===== src/pport_consts.vh =====
// Constants for the parallel port pin-mapping block
`ifndef PPORT_CONSTS_VH
`define PPORT_CONSTS_VH
// ==================================================
// Register byte offsets
`define OFF_DATA 12'h000
`define OFF_STATUS 12'h004
`define OFF_CONTROL 12'h008
`define OFF_MODE 12'h00c
`define OFF_IRQ_STATUS 12'h010
`define OFF_IRQ_ENABLE 12'h014
`define OFF_IRQ_CLEAR 12'h018
`define OFF_WAIT 12'h01c
// ==================================================
// Control bits
`define CTL_STROBE 0
`define CTL_AUTOFEED 1
`define CTL_INIT 2
`define CTL_SELECT 3
`define CTL_IRQ_EN 4
`define CTL_DIR 5
`define CTL_RESET 8'h04
// ==================================================
// Status bits
`define ST_ERROR 3
`define ST_POWERED 4
`define ST_PAPER 5
`define ST_ACK 6
`define ST_BUSY 7
// ==================================================
// Modes
`define MODE_STD 2'h0
`define MODE_BIDIR 2'h1
`define MODE_EPP 2'h2
`define MODE_ECP 2'h3
// ==================================================
// Interrupt events
`define EV_ACK 0
`define EV_FAULT 1
`define EV_PAPER 2
`define EV_WAIT_TIMEOUT 3
// ==================================================
// Timing
`define IRQ_PULSE_NS 500
`define IRQ_PULSE_CYC 8'h3f
`define WAIT_DEFAULT 8'h04
`endif


===== src/pport_pins.v =====
// Parallel port pin mapping with AHB-Lite register slave
`timescale 1ns/1ps
`include "pport_consts.vh"

// Operation
// - Strobe pin is inverse of control bit0
// - Status bit7 reads inverted busy input
// - Status bit6 reads acknowledge input directly
// - Status bit5 reads paper-out input directly
// - Status bit4 reads printer-powered input directly
// - Status bit3 reads fault input directly
// - Eight-line bidirectional port data bus
// - Enhanced mode stretches host cycle via ready
// - Enhanced modes pulse shareable interrupt low
// - Select pin is inverse of control bit3
// - Init pin equals control bit2
// - Autofeed pin is inverse of control bit1
module pport_pins #(
    parameter WAIT_W = 8
) (
    input wire hclk,
    input wire hresetn,
    input wire hsel,
    input wire [11:0] haddr,
    input wire [1:0] htrans,
    input wire hwrite,
    input wire [2:0] hsize,
    input wire [31:0] hwdata,
    input wire hready,
    output reg [31:0] hrdata,
    output wire hreadyout,
    output wire hresp,
    output wire print_strobe_n,
    output wire printer_select_out_n,
    output wire printer_init_n,
    output wire line_feed_request_n,
    input wire printer_busy,
    input wire printer_ack_n,
    input wire paper_out,
    input wire printer_powered,
    input wire printer_fault_in_n,
    input wire [7:0] port_data_lines_in,
    output reg [7:0] port_data_lines_out,
    output wire [7:0] port_data_lines_oe,
    output wire host_ready_out,
    output wire host_ready_oe,
    output wire share_irq_out,
    output wire share_irq_oe,
    output wire irq
);

    // ==================================================
    // Synchronisers
    reg busy_q1;
    reg busy_q2;
    reg ack_q1;
    reg ack_q2;
    reg paper_q1;
    reg paper_q2;
    reg powered_q1;
    reg powered_q2;
    reg fault_q1;
    reg fault_q2;
    reg [7:0] pd_sync1;
    reg [7:0] pd_sync2;
    // Both stages reset to the idle level of each pin
    always @(posedge hclk or negedge hresetn) begin
        if (!hresetn) begin
            busy_q1 <= 1'b0;
            ack_q1 <= 1'b1;
            paper_q1 <= 1'b0;
            powered_q1 <= 1'b1;
            fault_q1 <= 1'b1;
            pd_sync1 <= 8'h00;
        end else begin
            busy_q1 <= printer_busy;
            ack_q1 <= printer_ack_n;
            paper_q1 <= paper_out;
            powered_q1 <= printer_powered;
            fault_q1 <= printer_fault_in_n;
            pd_sync1 <= port_data_lines_in;
        end
    end
    always @(posedge hclk or negedge hresetn) begin
        if (!hresetn) begin
            busy_q2 <= 1'b0;
            ack_q2 <= 1'b1;
            paper_q2 <= 1'b0;
            powered_q2 <= 1'b1;
            fault_q2 <= 1'b1;
            pd_sync2 <= 8'h00;
        end else begin
            busy_q2 <= busy_q1;
            ack_q2 <= ack_q1;
            paper_q2 <= paper_q1;
            powered_q2 <= powered_q1;
            fault_q2 <= fault_q1;
            pd_sync2 <= pd_sync1;
        end
    end
    wire busy_s = busy_q2;
    wire ack_s = ack_q2;
    wire paper_s = paper_q2;
    wire powered_s = powered_q2;
    wire fault_s = fault_q2;

    // Status byte, low three bits read zero
    wire [7:0] status_val;
    assign status_val[7] = ~busy_s;
    assign status_val[6] = ack_s;
    assign status_val[5] = paper_s;
    assign status_val[4] = powered_s;
    assign status_val[3] = fault_s;
    assign status_val[2:0] = 3'h0;

    // ==================================================
    // Registers
    reg [7:0] control;
    reg [1:0] mode;
    reg [3:0] irq_status;
    reg [3:0] irq_enable;
    reg [WAIT_W-1:0] wait_cycles;
    reg ack_d;
    reg fault_d;
    reg paper_d;

    // ==================================================
    // Bus address phase capture
    function hit;
        input [11:0] a;
        input [11:0] off;
        begin
            hit = (a == off);
        end
    endfunction
    reg ph_valid;
    reg ph_write;
    reg [11:0] ph_addr;
    reg [WAIT_W-1:0] stretch;
    wire addr_take = hsel && hready && htrans[1];
    wire enh_mode = (mode == `MODE_EPP);
    wire ph_port = hit(ph_addr, `OFF_DATA);
    wire port_access = ph_valid && enh_mode && ph_port;
    wire stretching = port_access && (stretch != {WAIT_W{1'b0}});

    // ==================================================
    // Bus response
    assign hreadyout = !stretching;
    assign hresp = 1'b0;
    // Ready pin held low while a port access is stretched
    assign host_ready_out = 1'b0;
    assign host_ready_oe = stretching;

    wire wr_now = ph_valid && ph_write && !stretching;
    wire wait_done = port_access && (stretch == {{(WAIT_W-1){1'b0}}, 1'b1});

    // ==================================================
    // Event edge detectors
    always @(posedge hclk or negedge hresetn) begin
        if (!hresetn) begin
            ack_d <= 1'b1;
            fault_d <= 1'b1;
            paper_d <= 1'b0;
        end else begin
            ack_d <= ack_s;
            fault_d <= fault_s;
            paper_d <= paper_s;
        end
    end
    wire ev_ack = ack_d && !ack_s;
    wire ev_fault = fault_d && !fault_s;
    wire ev_paper = !paper_d && paper_s;
    wire [3:0] events = {wait_done, ev_paper, ev_fault, ev_ack};

    always @(posedge hclk or negedge hresetn) begin
        if (!hresetn) begin
            ph_valid <= 1'b0;
            ph_write <= 1'b0;
            ph_addr <= 12'h000;
            stretch <= {WAIT_W{1'b0}};
        end else if (!stretching) begin
            ph_valid <= addr_take;
            ph_write <= hwrite;
            ph_addr <= haddr;
            stretch <= wait_cycles;
        end else begin
            stretch <= stretch - {{(WAIT_W-1){1'b0}}, 1'b1};
        end
    end

    always @(posedge hclk or negedge hresetn) begin
        if (!hresetn) begin
            control <= `CTL_RESET;
            mode <= `MODE_STD;
            port_data_lines_out <= 8'h00;
        end else begin
            if (wr_now) begin
                case (ph_addr)
                    `OFF_DATA: port_data_lines_out <= hwdata[7:0];
                    `OFF_CONTROL: control <= hwdata[7:0];
                    `OFF_MODE: mode <= hwdata[1:0];
                    default: ;
                endcase
            end
        end
    end

    // Interrupt enable and wait length
    always @(posedge hclk or negedge hresetn) begin
        if (!hresetn) begin
            irq_enable <= 4'h0;
        end else if (wr_now && hit(ph_addr, `OFF_IRQ_ENABLE)) begin
            irq_enable <= hwdata[3:0];
        end
    end
    always @(posedge hclk or negedge hresetn) begin
        if (!hresetn) begin
            wait_cycles <= `WAIT_DEFAULT;
        end else if (wr_now && hit(ph_addr, `OFF_WAIT)) begin
            wait_cycles <= hwdata[WAIT_W-1:0];
        end
    end

    // ==================================================
    // Sticky status, set wins over clear
    wire [3:0] clr = (wr_now && hit(ph_addr, `OFF_IRQ_CLEAR)) ? hwdata[3:0] : 4'h0;
    reg [3:0] next_irq_status;
    always @* begin
        next_irq_status = irq_status & ~clr;
        next_irq_status = next_irq_status | events;
    end
    always @(posedge hclk or negedge hresetn) begin
        if (!hresetn) begin
            irq_status <= 4'h0;
        end else begin
            irq_status <= next_irq_status;
        end
    end
    wire [3:0] irq_live = irq_status & irq_enable;
    assign irq = |irq_live;

    // ==================================================
    // Read data
    function [31:0] pad8;
        input [7:0] b;
        begin
            pad8 = {24'h000000, b};
        end
    endfunction
    always @(posedge hclk or negedge hresetn) begin
        if (!hresetn) begin
            hrdata <= 32'h00000000;
        end else if (addr_take && !hwrite && !stretching) begin
            case (haddr)
                `OFF_DATA: hrdata <= pad8(pd_sync2);
                `OFF_STATUS: hrdata <= pad8(status_val);
                `OFF_CONTROL: hrdata <= pad8(control);
                `OFF_MODE: hrdata <= {30'h00000000, mode};
                `OFF_IRQ_STATUS: hrdata <= {28'h0000000, irq_status};
                `OFF_IRQ_ENABLE: hrdata <= {28'h0000000, irq_enable};
                `OFF_WAIT: hrdata <= {{(32-WAIT_W){1'b0}}, wait_cycles};
                default: hrdata <= 32'h00000000;
            endcase
        end
    end

    // ==================================================
    // Control pins
    assign print_strobe_n = ~control[`CTL_STROBE];
    assign line_feed_request_n = ~control[`CTL_AUTOFEED];
    assign printer_init_n = control[`CTL_INIT];
    assign printer_select_out_n = ~control[`CTL_SELECT];
    // Drive data lines unless reverse direction chosen outside standard mode
    wire reverse_dir = (mode != `MODE_STD) && control[`CTL_DIR];
    assign port_data_lines_oe = reverse_dir ? 8'h00 : 8'hff;

    // ==================================================
    // Shareable interrupt pulse
    reg irq_d;
    reg [7:0] pulse_cnt;
    wire irq_rise = irq && !irq_d;
    wire shared_mode = mode[1];
    always @(posedge hclk or negedge hresetn) begin
        if (!hresetn) begin
            irq_d <= 1'b0;
            pulse_cnt <= 8'h00;
        end else begin
            irq_d <= irq;
            if (irq_rise && shared_mode) begin
                pulse_cnt <= `IRQ_PULSE_CYC;
            end else if (pulse_cnt != 8'h00) begin
                pulse_cnt <= pulse_cnt - 8'h01;
            end
        end
    end
    assign share_irq_out = 1'b0;
    assign share_irq_oe = shared_mode && (pulse_cnt != 8'h00);

endmodule // pport_pins


===== config.mk =====
export PLATFORM = sky130hd
export DESIGN_NAME = pport_pins
export DESIGN_NICKNAME = d
export VERILOG_FILES = /design/src/pport_pins.v
export VERILOG_INCLUDE_DIRS = /design/src
export SDC_FILE = /design/constraint.sdc
export NUM_CORES = 1
export LEC_CHECK = 0
export BUFFER_PORTS_ARGS = -buffer_cell sky130_fd_sc_hd__buf_2
export CAP_MARGIN = 5
export CORE_ASPECT_RATIO = 0.6
export CORE_MARGIN = 4
export CORE_UTILIZATION = 50
export CTS_CLUSTER_DIAMETER = 150
export CTS_CLUSTER_SIZE = 12
export DETAILED_ROUTE_END_ITERATION = 12
export PLACE_DENSITY_LB_ADDON = 0.08
export REMOVE_ABC_BUFFERS = 1
export SLEW_MARGIN = 0
export SYNTH_ARGS = -nofsm -noshare
export SYNTH_HDL_FRONTEND = slang
export SYNTH_SLANG_ARGS = --single-unit

===== constraint.sdc =====
create_clock -name hclk -period 2.85 [get_ports hclk]
set_input_delay 0.1425 -clock hclk [delete_from_list [all_inputs] [get_ports hclk]]
set_output_delay 0.1425 -clock hclk [all_outputs]
set_load 0.1 [all_outputs]

==> out/metrics.csv <==
stage,metric,value,unit
timing,finalHoldViolations,0,
route,drcViolationCount,0,
cts,cts.sinks,102,
critical_path,cp_slowest_stage_delay,0.58,ns
critical_path,cp_cell_sequence,or4_4 -> or4b_4 -> and2_1 -> buf_2,
place,place_congestion,0.839,
worst_hold_path,hold_depth,2,
critical_path,crit_start,pulse_cnt[5]$_DFFE_PN0P_,
critical_path,worstRegToRegCells,4,
route,ant_nets,0,
timing,final-setup-viol-count,0,
route,firstDrtPassIters,4,
cts,cts_setup_buffers,0,
synth,synth_top_area_share,50.6,%
route,highest_layer,met4,
critical_path,r2r_setup_slack,0.60,ns
die,core,0.00869,mm2
worst_hold_path,min_to,ph_addr[11]$_DFFE_PN0P_,
layout,drive_gt1_share,31.8,%
synth,ys.warnings.count,0,
layout,nFillCells,688,
synth,seq_area_frac_synth,56.4,%
synth,synth_edf_count,0,
worst_hold_path,hp-class,primary input to flip-flop,
power_and_ir_drop,p_leak,2.54,nW
critical_path,r2r-end,control[7]$_DFFE_PN0P_,
global_routing,grt_overflow,0,
synth,yosys.area.top_type,dfrtp_1,
timing,final_max_slew_viol_count,0,
synth,yosysMostFrequentCell,dfrtp_1,
die,start_util,52.4,%
timing,worst_slack,0.372,ns
critical_path,arrival,2.34,ns
place,portBuffers,70,
die,die_h,81.9,um
critical_path,cp-start-kind,flip-flop,
critical_path,required,2.71,ns
route,wl_per_cell,16.4,um
critical_path,end_kind,output port,
cts,clockRootBuffer,clkbuf_16,
global_routing,antenna_found_initial,0,
timing,worst_pin_slew,0.754,ns
die,die_w,131,um
route,wl,9670,um
die,die_area,0.0107,mm2
synth,ys.flop_type,dfrtp_1,
synth,syn_area_per_cell,11.8,um2
synth,syn_area,0.00455,mm2
timing,max_freq,404,MHz
synth,syn_inst,384,
global_routing,grt_pass1_wl,15600,um
global_routing,grt_max_degree,60,
synth,ys_types,60,
cts,cts_resized,0,
place,dp_hpwl,6890,um
layout,synthToLayoutAreaGrowth,18.5,%
cts,cts_tree,done,
power_and_ir_drop,power_density,647,mW/mm2
timing,slew_headroom,49.8,%
worst_hold_path,min_from,haddr[11],
route,viasPerCell,5.19,
critical_path,cp_max_fo,5,
die,io_pins,126,
cts,clock_latency,0.35,ns
timing,rsz0062_at_grt,false,
timing,fin_skew,0.00864,ns
timing,hold_slack,0.0150,ns
critical_path,critical_path_buf_inv_count,1,
route,m1WireLength,4730,um
die,rows,26,
global_routing,grt_pass1_vias,3035,
cts,cts_buffers,9,
synth,synth.area.top_cells,"dfrtp_1 (51%), mux2_2 (6.2%), dfstp_2 (5.8%), buf_4 (5.6%), nand2_1 (3.1%)",
critical_path,worst-setup-path-type,flip-flop to output port,
power_and_ir_drop,irDropWorstVdd,0.000371,V
synth,async_reset_ff_share,100,%
global_routing,track_usage,19.0,%
timing,setup_tns,0,ns
cts,htree_levels,3,
run_status,status,"complete, no violations",
layout,final_nets,544,
layout,diodes,0,
route,drt_iter0_drc,136,
timing,period_minus_slack,2.48,ns
place,dpl.cell_count,558,
timing,finalCritPeriodShare,87.0,%
cts,clockBufferDepth,2,
run,maxCapViolations,0,
route,wl_met2,4000,um
place,post-place-ws,0.598,ns
route,route.met3.wl,753,um
critical_path,critPathSlowestCell,or4_4,
synth,synth_common_cells,"dfrtp_1 (92), nand2_1 (38), buf_4 (34), mux2_2 (25)",
route,vias,3064,
critical_path,r2r_start,ph_addr[4]$_DFFE_PN0P_,
layout,post-route-util,62.1,%
critical_path,cpLargestDelayFamily,simple AND/OR/NAND/NOR gates,
cts,path_clk_slew,0.07,ns
synth,synth-seq-cells,102,
layout,post_layout_nonfiller_instances,590,
cells in the final DEF, fill, tap and decap left out, types with 8 or more instances in the layout:
cell            n
and2_1         14
buf_2          69
buf_4           9
clkbuf_16       9
conb_1         27
dfrtp_1        92
dfstp_2        10
dlygate4sd3_1  16
inv_1          16
mux2_2         25
mux2_4          8
mux2i_1         8
nand2_1        38
nand3_1         8
nor2_1         14
o21ai_0        16
per-layer routing:
metal,global-route usage (%),vias up
li1,-,1451
met1,26.4,1487
met2,27.9,106
met3,6.79,20
met4,6.71,0
met5,0,-
where the power goes:
group | total (mW) | switching [mW] | internal [mW]
combinational | 0.585 | 0.413 | 0.171
clock | 1.27 | 0.566 | 0.701
sequential | 1.64 | 0.0843 | 1.55
per-stage QoR:
step                      total power, mW  instance area (um2)
after floorplan                      2.08                 4350
after global placement               2.22                 4920
after detailed placement             2.23                 4920
after CTS                            3.52                 5390
after global routing                 3.64                 5390
final                                3.49                 5390
cell families after synthesis:
logic type | share of synthesized area (%)
XOR/XNOR | 1.35
multiplexers | 10.6
adder cells (fa/ha/maj) | 1.10
buffers and inverters | 8.01
AO/OA/AOI/OAI | 8.23
flip-flops | 56.4
AND/OR/NAND/NOR | 14.3
other | 0.0825
worst max-delay path by stage:
| stage | depth (start not counted) | slack (ns) | end |
|---|---|---|---|
| 2_1_floorplan | 1 | -14.06 | port_data_lines_oe[0] |
| 3_3_place_gp | 4 | 0.63 | control[4]$_DFFE_PN0P_ |
| 3_5_place_dp | 4 | 0.60 | control[7]$_DFFE_PN0P_ |
| 4_1_cts | 4 | 0.37 | share_irq_oe |
| 5_1_grt | 4 | 0.23 | host_ready_oe |
| 6_report | 4 | 0.37 | share_irq_oe |
cell type report:
class,count,area [um2],area share [%]
clock buffer,9,225,4.18
inverter,17,63.8,1.18
multi-input combinational,248,1720,31.8
tap,112,140,2.60
timing repair buffer,95,593,11.0
sequential,102,2560,47.6
clock inverter,7,86.3,1.60
flip-flops by register name (all words and copies together), names as in the netlist, 8 cells and up:
| name | flops |
|---|---|
| control | 8 |
| pd_sync2 | 8 |
| port_data_lines_out | 8 |
| wait_cycles | 8 |
| stretch | 8 |
| ph_addr | 12 |
| pd_sync1 | 8 |
| pulse_cnt | 8 |
| hrdata | 8 |
repair_timing:
action / CTS / global route
endpoints found under the hold margin: 65 / 0
hold buffers: 16 / 0
endpoints found under the setup margin: 0 / 0
(Power assumes the default switching activity.)
